File: src/core/usc_pkg.sv
/*
 constants, carriers and helpers of the shadow control bit block.
 assumes a 32-bit avalon-mm register bus with byte addresses.
*/
`default_nettype none

package usc_pkg;
    // register byte addresses
    localparam logic [31:0] ADDR_QCTL = 32'h5000_1108;
    localparam logic [31:0] ADDR_LCTL = 32'h5000_110c;
    localparam logic [31:0] ADDR_MCTL = 32'h5000_1110;
    localparam logic [31:0] ADDR_SRTS = 32'h5000_118c;
    localparam logic [31:0] ADDR_SBRK = 32'h5000_1190;
    localparam logic [31:0] ADDR_SDMA = 32'h5000_1194;
    localparam logic [31:0] ADDR_SQEN = 32'h5000_1198;

    // field positions
    localparam int unsigned MCR_RTS = 1;
    localparam int unsigned MCR_LOOP = 4;
    localparam int unsigned MCR_AFC = 5;
    localparam int unsigned MCR_SIR = 6;
    localparam int unsigned LCR_BRK = 6;
    localparam int unsigned QCR_EN = 0;
    localparam int unsigned QCR_DMA = 3;
    localparam int unsigned QCR_RXT = 6;
    localparam int unsigned SHADOW_BIT = 0;

    // implemented bits and reset values
    localparam logic [15:0] MCR_MASK = 16'h0072;
    localparam logic [15:0] LCR_MASK = 16'h00ff;
    localparam logic [15:0] QCR_MASK = 16'h00f9;
    localparam logic [15:0] REG_RST = 16'h0000;
    localparam logic [31:0] RD_ZERO = 32'h0000_0000;

    // receive queue levels
    localparam logic [4:0] RXQ_DEPTH = 5'h10;
    localparam logic [4:0] LVL_EMPTY = 5'h00;
    localparam logic [4:0] TRIG_ONE = 5'h01;
    localparam logic [4:0] TRIG_QTR = RXQ_DEPTH >> 2;
    localparam logic [4:0] TRIG_HALF = RXQ_DEPTH >> 1;
    localparam logic [4:0] TRIG_FULL2 = RXQ_DEPTH - 5'h02;

    // infrared break pulse, in clk_sys cycles
    localparam logic [3:0] SIR_PER_M1 = 4'hf;
    localparam logic [3:0] SIR_LOW = 4'h3;
    localparam logic [4:0] RUN_MAX = 5'h1f;

    typedef struct packed {
        logic rts;
        logic loop;
        logic afc;
        logic sir;
        logic brk;
        logic qen;
        logic dma;
        logic [1:0] rxt;
    } usc_ctl_s;

    typedef struct packed {
        logic [15:0] modem_control_register;
        logic [15:0] line_control_register;
        logic [15:0] qcr;
        logic [31:0] rdata;
        logic waitrequest;
        logic txq_rst;
        logic rxq_rst;
        logic dtx_n;
        logic drx_n;
        logic [4:0] brk_run;
    } usc_regs_s;

    typedef struct packed {
        logic rts_n;
        logic sout;
        logic sir_n;
        logic loop_rts;
        logic loop_rx;
        logic [3:0] sir_cnt;
    } usc_drv_s;

    localparam usc_regs_s REGS_RST = '{modem_control_register: REG_RST, line_control_register: REG_RST,
        qcr: REG_RST, rdata: RD_ZERO, waitrequest: 1'h1, txq_rst: 1'h0,
        rxq_rst: 1'h0, dtx_n: 1'h1, drx_n: 1'h1, brk_run: 5'h00};

    localparam usc_drv_s DRV_RST = '{rts_n: 1'h1, sout: 1'h1,
        sir_n: 1'h1, loop_rts: 1'h0, loop_rx: 1'h1, sir_cnt: 4'h0};

    function automatic logic [4:0] usc_trig_level(input logic [1:0] code);
        case (code)
            2'h0: usc_trig_level = TRIG_ONE;
            2'h1: usc_trig_level = TRIG_QTR;
            2'h2: usc_trig_level = TRIG_HALF;
            default: usc_trig_level = TRIG_FULL2;
        endcase
    endfunction
endpackage

`default_nettype wire

File: src/core/usc_line_drive.sv
/*
 serial side drive: rts_n, sout, infrared break pulse and loopback.
 assumes control bits and the transmit line arrive on clk_sys.
*/
`default_nettype none

module usc_line_drive (
    // clock and reset
    input wire logic clk_sys,
    input wire logic rst,
    // control from the register file
    input wire usc_pkg::usc_ctl_s ctl,
    input wire logic rx_hit,
    // transmit datapath
    input wire logic tx_serial,
    input wire logic sir_enc_n,
    // pins and internal loop
    output logic rts_n,
    output logic sout,
    output logic sir_out_n,
    output logic loop_rts,
    output logic loop_rx_line
);
    usc_pkg::usc_drv_s q;
    usc_pkg::usc_drv_s n;
    logic sir_brk;
    logic rts_on;

    assign sir_brk = ctl.brk & ctl.sir & ~ctl.loop;
    // auto flow only gates when the queues exist
    assign rts_on = ctl.rts & ~(ctl.afc & ctl.qen & rx_hit);

    always_comb begin
        n = q;
        if (sir_brk) begin
            if (q.sir_cnt == usc_pkg::SIR_PER_M1) begin
                n.sir_cnt = 4'h0;
            end else begin
                n.sir_cnt = q.sir_cnt + 4'h1;
            end
        end else begin
            n.sir_cnt = 4'h0;
        end
        n.rts_n = ctl.loop | ~rts_on;
        n.loop_rts = ctl.loop & ctl.rts;
        // pins idle at mark while looped back
        n.sout = ctl.loop | (~ctl.brk & tx_serial);
        n.loop_rx = ~ctl.loop | (~ctl.brk & tx_serial);
        if (sir_brk) begin
            n.sir_n = q.sir_cnt >= usc_pkg::SIR_LOW;
        end else begin
            n.sir_n = ctl.loop | sir_enc_n;
        end
    end

    always_ff @(posedge clk_sys or posedge rst) begin
        if (rst) begin
            q <= usc_pkg::DRV_RST;
        end else begin
            q <= n;
        end
    end

    assign rts_n = q.rts_n;
    assign sout = q.sout;
    assign sir_out_n = q.sir_n;
    assign loop_rts = q.loop_rts;
    assign loop_rx_line = q.loop_rx;
endmodule // usc_line_drive

`default_nettype wire

File: src/core/usc_shadow_ctl.sv
/*
 shadow control bit block: modem, line and queue control registers,
 their single-bit shadows, dma request mode and queue reset.
 assumes an avalon-mm master on clk_sys and queue levels on clk_sys.
*/
// Implementation choice: the Avalon-MM interface to the registers.
`default_nettype none

// Function
// each shadow bit and its control register bit are one flop.
// the active-low rts pin follows the rts control bit.
// without auto flow control a set rts bit drives rts_n low.
// with auto flow and queues on, rts_n goes high at the rx trigger.
// loopback holds rts_n high and routes rts to the internal input.
// break outside loopback holds sout low until break is cleared.
// break in infrared mode pulses sir_out_n continuously.
// break in loopback goes to the internal receive line only.
// the dma mode bit picks mode 0 or mode 1 request signalling.
// the queue enable bit turns both queues on or off together.
// clearing queue enable resets both queue controllers to empty.
// all four shadow bits reset to zero and sit in bit 0.
// rx trigger code picks 1, quarter, half or two less than full.
// reserved shadow bits read zero and ignore writes.
module usc_shadow_ctl (
    // clock and reset
    input wire logic clk_sys,
    input wire logic rst,
    // avalon-mm slave
    input wire logic [31:0] address,
    input wire logic read,
    input wire logic write,
    input wire logic [31:0] writedata,
    input wire logic [3:0] byteenable,
    output logic [31:0] readdata,
    output logic waitrequest,
    // queue datapath
    input wire logic tx_empty,
    input wire logic tx_full,
    input wire logic [4:0] rx_level,
    output logic queue_enable,
    output logic tx_queue_reset,
    output logic rx_queue_reset,
    output logic dma_tx_req_n,
    output logic dma_rx_req_n,
    // serial side
    input wire logic tx_serial,
    input wire logic sir_enc_n,
    output logic rts_n,
    output logic sout,
    output logic sir_out_n,
    output logic loop_rts,
    output logic loop_rx_line
);
    usc_pkg::usc_regs_s q;
    usc_pkg::usc_regs_s n;
    usc_pkg::usc_ctl_s ctl;
    logic req;
    logic accept;
    logic wr;
    logic rx_hit;

    assign req = read | write;
    // one wait cycle per access keeps read data registered
    assign accept = req & ~q.waitrequest;
    // all implemented bits live in byte lane 0
    assign wr = accept & write & byteenable[0];

    // one flop per control bit, shared by both views
    assign ctl.rts = q.modem_control_register[usc_pkg::MCR_RTS];
    assign ctl.loop = q.modem_control_register[usc_pkg::MCR_LOOP];
    assign ctl.afc = q.modem_control_register[usc_pkg::MCR_AFC];
    assign ctl.sir = q.modem_control_register[usc_pkg::MCR_SIR];
    assign ctl.brk = q.line_control_register[usc_pkg::LCR_BRK];
    assign ctl.qen = q.qcr[usc_pkg::QCR_EN];
    assign ctl.dma = q.qcr[usc_pkg::QCR_DMA];
    assign ctl.rxt = q.qcr[usc_pkg::QCR_RXT +: 2];

    assign rx_hit = rx_level >= usc_pkg::usc_trig_level(ctl.rxt);

    always_comb begin
        logic [31:0] rv;
        rv = usc_pkg::RD_ZERO;
        n = q;
        n.txq_rst = 1'h0;
        n.rxq_rst = 1'h0;
        n.waitrequest = ~(req & q.waitrequest);

        // read data is prepared in the wait cycle
        case (address)
            usc_pkg::ADDR_MCTL: begin
                rv[15:0] = q.modem_control_register;
            end
            usc_pkg::ADDR_LCTL: begin
                rv[15:0] = q.line_control_register;
            end
            usc_pkg::ADDR_QCTL: begin
                rv[15:0] = q.qcr;
            end
            usc_pkg::ADDR_SRTS: begin
                rv[usc_pkg::SHADOW_BIT] = ctl.rts;
            end
            usc_pkg::ADDR_SBRK: begin
                rv[usc_pkg::SHADOW_BIT] = ctl.brk;
            end
            usc_pkg::ADDR_SDMA: begin
                rv[usc_pkg::SHADOW_BIT] = ctl.dma;
            end
            usc_pkg::ADDR_SQEN: begin
                rv[usc_pkg::SHADOW_BIT] = ctl.qen;
            end
            default: begin
                rv = usc_pkg::RD_ZERO;
            end
        endcase
        if (req && q.waitrequest) begin
            n.rdata = rv;
        end

        if (wr) begin
            case (address)
                usc_pkg::ADDR_MCTL: begin
                    n.modem_control_register = writedata[15:0] & usc_pkg::MCR_MASK;
                end
                usc_pkg::ADDR_LCTL: begin
                    n.line_control_register = writedata[15:0] & usc_pkg::LCR_MASK;
                end
                usc_pkg::ADDR_QCTL: begin
                    n.qcr = writedata[15:0] & usc_pkg::QCR_MASK;
                end
                usc_pkg::ADDR_SRTS: begin
                    n.modem_control_register[usc_pkg::MCR_RTS] = writedata[0];
                end
                usc_pkg::ADDR_SBRK: begin
                    n.line_control_register[usc_pkg::LCR_BRK] = writedata[0];
                end
                usc_pkg::ADDR_SDMA: begin
                    n.qcr[usc_pkg::QCR_DMA] = writedata[0];
                end
                usc_pkg::ADDR_SQEN: begin
                    n.qcr[usc_pkg::QCR_EN] = writedata[0];
                end
                default: begin
                end
            endcase
        end

        // falling enable empties both queues, whichever view wrote it
        if (q.qcr[usc_pkg::QCR_EN] && !n.qcr[usc_pkg::QCR_EN]) begin
            n.txq_rst = 1'h1;
            n.rxq_rst = 1'h1;
        end

        // mode 1 needs the queues; without them mode 0 applies
        if (ctl.dma && ctl.qen) begin
            n.dtx_n = tx_full;
            n.drx_n = ~rx_hit;
        end else begin
            n.dtx_n = ~tx_empty;
            n.drx_n = rx_level == usc_pkg::LVL_EMPTY;
        end

        // run length of an infrared break, only watched by checks
        if (ctl.brk && ctl.sir && !ctl.loop) begin
            if (q.brk_run != usc_pkg::RUN_MAX) begin
                n.brk_run = q.brk_run + 5'h01;
            end
        end else begin
            n.brk_run = 5'h00;
        end
    end

    always_ff @(posedge clk_sys or posedge rst) begin
        if (rst) begin
            q <= usc_pkg::REGS_RST;
        end else begin
            q <= n;
        end
    end

    assign readdata = q.rdata;
    assign waitrequest = q.waitrequest;
    assign queue_enable = q.qcr[usc_pkg::QCR_EN];
    assign tx_queue_reset = q.txq_rst;
    assign rx_queue_reset = q.rxq_rst;
    assign dma_tx_req_n = q.dtx_n;
    assign dma_rx_req_n = q.drx_n;

    usc_line_drive u_line (
        .clk_sys(clk_sys),
        .rst(rst),
        .ctl(ctl),
        .rx_hit(rx_hit),
        .tx_serial(tx_serial),
        .sir_enc_n(sir_enc_n),
        .rts_n(rts_n),
        .sout(sout),
        .sir_out_n(sir_out_n),
        .loop_rts(loop_rts),
        .loop_rx_line(loop_rx_line)
    );

    bus_wait_a: assert property (
        @(posedge clk_sys) disable iff (rst)
        req && waitrequest |=> !waitrequest ##1 waitrequest)
    else $error("waitrequest did not pulse low once");

    shadow_rts_a: assert property (
        @(posedge clk_sys) disable iff (rst)
        wr && address == usc_pkg::ADDR_SRTS
        |=> q.modem_control_register[usc_pkg::MCR_RTS] == $past(writedata[0]))
    else $error("rts shadow write lost");

    line_brk_a: assert property (
        @(posedge clk_sys) disable iff (rst)
        wr && address == usc_pkg::ADDR_LCTL
        |=> ctl.brk == $past(writedata[usc_pkg::LCR_BRK]))
    else $error("line control break write lost");

    shadow_read_a: assert property (
        @(posedge clk_sys) disable iff (rst)
        accept && read && address == usc_pkg::ADDR_SBRK
        |-> readdata == {31'h0000_0000, ctl.brk})
    else $error("break shadow read mismatch");

    rts_off_a: assert property (
        @(posedge clk_sys) disable iff (rst)
        !ctl.rts |=> rts_n)
    else $error("rts_n low with rts clear");

    rts_low_a: assert property (
        @(posedge clk_sys) disable iff (rst)
        ctl.rts && !ctl.loop && !ctl.afc |=> !rts_n)
    else $error("rts_n not low with rts set");

    rts_gate_a: assert property (
        @(posedge clk_sys) disable iff (rst)
        ctl.afc && ctl.qen && rx_hit |=> rts_n)
    else $error("rts_n not gated at receive trigger");

    rts_loop_a: assert property (
        @(posedge clk_sys) disable iff (rst)
        ctl.loop |=> rts_n && loop_rts == $past(ctl.rts))
    else $error("loopback rts routing wrong");

    brk_hold_a: assert property (
        @(posedge clk_sys) disable iff (rst)
        (ctl.brk && !ctl.loop) [*2] |-> !sout)
    else $error("sout not held low in break");

    sir_pulse_a: assert property (
        @(posedge clk_sys) disable iff (rst)
        q.brk_run == 5'h14 |-> ##[0:16] (!sir_out_n || q.brk_run == 5'h00))
    else $error("no infrared break pulse");

    loop_brk_a: assert property (
        @(posedge clk_sys) disable iff (rst)
        ctl.loop && ctl.brk |=> !loop_rx_line && sout)
    else $error("loopback break not kept internal");

    dma_mode0_a: assert property (
        @(posedge clk_sys) disable iff (rst)
        !rst && !ctl.dma |=> dma_tx_req_n == !$past(tx_empty))
    else $error("dma mode 0 transmit request wrong");

    dma_mode1_a: assert property (
        @(posedge clk_sys) disable iff (rst)
        ctl.dma && ctl.qen
        |=> dma_tx_req_n == $past(tx_full) && dma_rx_req_n == !$past(rx_hit))
    else $error("dma mode 1 requests wrong");

    queue_on_a: assert property (
        @(posedge clk_sys) disable iff (rst)
        wr && address == usc_pkg::ADDR_SQEN
        |=> queue_enable == $past(writedata[0]))
    else $error("queue enable write lost");

    queue_reset_a: assert property (
        @(posedge clk_sys) disable iff (rst)
        tx_queue_reset == $fell(queue_enable)
        && rx_queue_reset == tx_queue_reset)
    else $error("queue reset pulse wrong");

    reset_zero_a: assert property (
        @(posedge clk_sys) disable iff (rst)
        $fell(rst) |-> !ctl.rts && !ctl.brk && !ctl.dma && !ctl.qen
        && waitrequest)
    else $error("control bits not zero after reset");

    trig_full_a: assert property (
        @(posedge clk_sys) disable iff (rst)
        ctl.rxt == 2'h3 && rx_level == usc_pkg::TRIG_FULL2
        && ctl.afc && ctl.qen |=> rts_n)
    else $error("two less than full trigger missed");

    trig_one_a: assert property (
        @(posedge clk_sys) disable iff (rst)
        ctl.rxt == 2'h0 && rx_level == usc_pkg::LVL_EMPTY
        && ctl.rts && !ctl.loop |=> !rts_n)
    else $error("one character trigger fired early");

    reserved_a: assert property (
        @(posedge clk_sys) disable iff (rst)
        accept && read && address == usc_pkg::ADDR_SDMA
        |-> readdata[31:1] == 31'h0000_0000)
    else $error("reserved shadow bits not zero");

    shadow_brk_a: assert property (
        @(posedge clk_sys) disable iff (rst)
        wr && address == usc_pkg::ADDR_SBRK
        |=> ctl.brk == $past(writedata[0]))
    else $error("break shadow write lost");

    shadow_dma_a: assert property (
        @(posedge clk_sys) disable iff (rst)
        wr && address == usc_pkg::ADDR_SDMA
        |=> ctl.dma == $past(writedata[0]))
    else $error("dma shadow write lost");

    qen_read_a: assert property (
        @(posedge clk_sys) disable iff (rst)
        accept && read && address == usc_pkg::ADDR_SQEN
        |-> readdata == {31'h0000_0000, ctl.qen})
    else $error("queue enable shadow read mismatch");

    brk_only_a: assert property (
        @(posedge clk_sys) disable iff (rst)
        wr && address == usc_pkg::ADDR_SBRK
        |=> q.modem_control_register == $past(q.modem_control_register) && q.qcr == $past(q.qcr))
    else $error("break shadow write reached other bits");

    shadow_clear_a: assert property (
        @(posedge clk_sys) disable iff (rst)
        wr && address == usc_pkg::ADDR_SQEN && !writedata[0] && queue_enable
        |=> tx_queue_reset && rx_queue_reset)
    else $error("shadow enable clear kept the queues");

    rx_mode0_a: assert property (
        @(posedge clk_sys) disable iff (rst)
        !rst && !ctl.dma
        |=> dma_rx_req_n == ($past(rx_level) == usc_pkg::LVL_EMPTY))
    else $error("dma mode 0 receive request wrong");

    sout_pass_a: assert property (
        @(posedge clk_sys) disable iff (rst)
        !rst && !ctl.brk && !ctl.loop
        |=> sout == $past(tx_serial))
    else $error("sout not following transmit data");
endmodule // usc_shadow_ctl

`default_nettype wire

File: config.mk
export PLATFORM = sky130hd
export DESIGN_NAME = usc_shadow_ctl
export DESIGN_NICKNAME = d
export VERILOG_FILES = /design/src/core/usc_pkg.sv /design/src/core/usc_line_drive.sv /design/src/core/usc_shadow_ctl.sv
export SDC_FILE = /design/constraint.sdc
export NUM_CORES = 1
export LEC_CHECK = 0
export ABC_AREA = 1
export ABC_CLOCK_PERIOD_IN_PS = 4450
export BUFFER_PORTS_ARGS = -buffer_cell sky130_fd_sc_hd__buf_2
export CELL_PAD_IN_SITES_DETAIL_PLACEMENT = 1
export CELL_PAD_IN_SITES_GLOBAL_PLACEMENT = 2
export CORE_MARGIN = 2
export CORE_UTILIZATION = 26
export CTS_BUF_LIST = sky130_fd_sc_hd__clkbuf_4 sky130_fd_sc_hd__clkbuf_8 sky130_fd_sc_hd__clkbuf_16
export CTS_CLUSTER_DIAMETER = 80
export DETAILED_ROUTE_END_ITERATION = 16
export MAX_ROUTING_LAYER = met4
export PLACE_DENSITY_LB_ADDON = 0.3
export SYNTH_ARGS = -nofsm -noshare
export SYNTH_HDL_FRONTEND = slang
export SYNTH_SLANG_ARGS = --single-unit
File: constraint.sdc
create_clock -name clk_sys -period 4.45 [get_ports clk_sys]
set_clock_uncertainty 0.1 [all_clocks]
set_input_delay 0.89 -clock clk_sys [delete_from_list [all_inputs] [get_ports clk_sys]]
set_output_delay 0.89 -clock clk_sys [all_outputs]
set_load 0.01 [all_outputs]
==> metrics <==
status complete, no violations; Mean Syn Cell Area 7.47 um^2; Detail Placement HPWL 5220 um; Ys Warns 0; final std cells w/o fill 547; Longest Clk Path Bufs 2; Hold Vio Cnt, Final 0; number of cell rows 36; Post-CTS Setup Inserts 0; Period minus WS final 2130 ps; Logic pwr share 0.121; H-Tree Depth 2; First DRT Iteration DRCs 42; critical path data required time 4580 ps; Fmax 469 MHz; critical path class input pin to flop; final worst path period share 0.479; Psw 0.000188 W; worst slew pin tran 1010 ps; Mapped Cells 345; Critical Path Sink Type flop; vias in the first global route 2337; register area share after synthesis 0.382; clock network power share 0.403; n_diodes 0; total number of vias 2251; Internal 0.000574 W; Tot GR Track Use 0.129; area grow syn2layout 18.2%; clock tree sinks 39; Starting Density 0.266; Unique masters post-synth 30; Nets 499; RSZ-0062 raised after global routing no; I/O pin total 124; Clock Tree Root clkbuf_8; max_slew headroom 0.323; Worst setup SP type input pin; switch share 0.247; Final Util 0.314; Pre-antenna DRT Iters 4; CTS tree done; final slew viol count 0; Final GP Congestion 0.737; Critical Path AT 2260 ps; clk_lat worst skew 280 ps; sequential share of power 0.475; Final Power 0.000763 W; GR Overflow Total 0; CP Max Fanout 3; Inserted Clock Buffers 5; IO Port Bufs 72; final hold slack 364 ps; setup_tns 0 ps; P_leak 1.70 nW; first-pass GRT wire length 11100 um; PostCTS Resize Cnt 0; Worst Hold Class flop to flop; antenna violations before repair 0; core area 0.00968 mm^2; Final ANT Viol Nets 0; power density over cell area 250 mW/mm^2; hold-fix buffers at CTS 0; endpoints failing setup 0; vias per inst 4.12; # DRC 0; dpl cells 539; largest net degree at the start of global routing 26; clk slew on worst S/H paths 80 ps; die height 104 um; share of layout cells above drive strength 1 0.304; Routed WL per cell 11.7 um; Die Wd 104 um; synthesized area 0.00258 mm^2; Total Wirelength 6410 um; Max Cap Violations 0; Seq cells post-synth 39; VDD IR max 0.000121 V; die area 0.0107 mm^2
==> synth_stat cells <==
cell	n	area (um^2)
o21ai_1	11	55.1
nor2_4	2	22.5
conb_1	1	3.75
nand4_4	2	42.5
nor2_8	1	20.0
nor2_2	8	50.1
nand3_1	26	130
dfrtp_1	32	801
a21boi_0	1	7.51
nor3_4	1	16.3
nor2_1	33	124
nand2_4	1	11.3
nand4_1	1	6.26
inv_2	8	30.0
nand2_1	101	379
a21oi_1	2	10.0
nand2_2	4	25.0
nor3_1	3	15.0
a31o_2	1	8.76
o21ai_2	8	70.1
dfstp_2	7	184
ha_1	5	62.6
buf_6	2	22.5
nor3b_1	1	7.51
nand4_2	1	12.5
buf_4	33	248
o21ai_0	8	40.0
nand3_4	1	17.5
xor2_1	1	8.76
inv_1	39	146
==> layout by cell type, fill, tap and decap left out <==
cell       count
bufinv_16      1
ha_1           5
nor3_4         1
nor2_4         2
nand3_4        1
dfstp_2        7
clkinv_2       1
nor2_2         8
conb_1        24
o21ai_2        8
a31o_2         1
nand2_2        4
o21ai_1       11
nand2_4        1
nand3_1       26
clkbuf_8       6
nor3b_1        1
o21ai_0        8
xor2_1         1
inv_2          8
a21oi_1        2
nand2_1      101
nor2_1        33
nor2_8         1
nand4_1        1
a21boi_0       1
nand4_2        1
nand4_4        2
buf_4          1
dfrtp_1       32
buf_2         72
inv_1         39
nor3_1         3
==> critical path, stage by stage <==
cell and delay, ps:
buf_2 100, inv_1 50, nand2_1 90, nor2_4 160, nand2_2 100, nor3_1 540, nand2_1 100, nand3_1 120
nand2_1 70, nand2_1 50
==> power groups by stage <==
stage	logic (W)	clock network, W	registers [W]
3_5_place_dp	0.0000944	0	0.000370
6_report	0.0000925	0.000308	0.000363
3_3_place_gp	0.0000924	0	0.000369
5_1_grt	0.000106	0.000334	0.000363
4_1_cts	0.0000948	0.000319	0.000363
2_1_floorplan	0.0000674	0	0.000371
==> kinds of logic after synthesis <==
kind of cell / after synthesis / synth area share
AOI/OAI and AO/OA: 31 / 0.0743
xor gates and xnor gates: 1 / 0.00340
adders and majority gates: 5 / 0.0243
buffers and inverters: 82 / 0.173
DFF: 39 / 0.382
other: 1 / 0.00145
and+or+nand+nor: 186 / 0.341
==> area by class of cell <==
cell class	count	area, um^2
Timing Repair Buffer	73	368
Fill cell	1245	6640
Clock inverter	2	35.0
Tap cell	133	166
Sequential cell	39	985
Multi-Input combinational cell	247	1230
Clock buffer	6	82.6
Inverter	47	176
==> flip-flops by register name, summed over array words and instances, names as in the netlist, 4 cells and up <==
| name | count |
|---|---|
| ctl | 8 |
| q | 9 |
| readdata | 8 |
| u_line.q | 4 |
==> per-layer routing <==
metal,vias to the layer above,global-route usage,wire [um]
met5,-,-,0
met4,0,0.0261,36
met3,2,0.0239,290
met2,55,0.212,2960
met1,1039,0.166,3120
li1,1155,-,-
==> final timing paths <==
path / to / slack, ps / startpoint / depth (start not counted)
max: readdata[4] / 2320 / address[4] / 10
max in group asynchronous: waitrequest / 2650 / rst / 3
min reg2reg: u_line.q[0] / 360 / u_line.q[0] / 1
min: u_line.q[0] / 360 / u_line.q[0] / 1
max reg2reg: u_line.rts_n / 2730 / ctl[0] / 8
min in group asynchronous: u_line.q[3] / 740 / rst / 2
==> per-stage QoR <==
step | cell area, um^2 | worst slack (ps)
2_1_floorplan | 2660 | 2460
3_3_place_gp | 2930 | 1980
3_5_place_dp | 2930 | 1990
4_1_cts | 3050 | 2280
5_1_grt | 3050 | 2140
6_report | 3050 | 2320
Note: power is estimated with default switching activity, not from simulation.
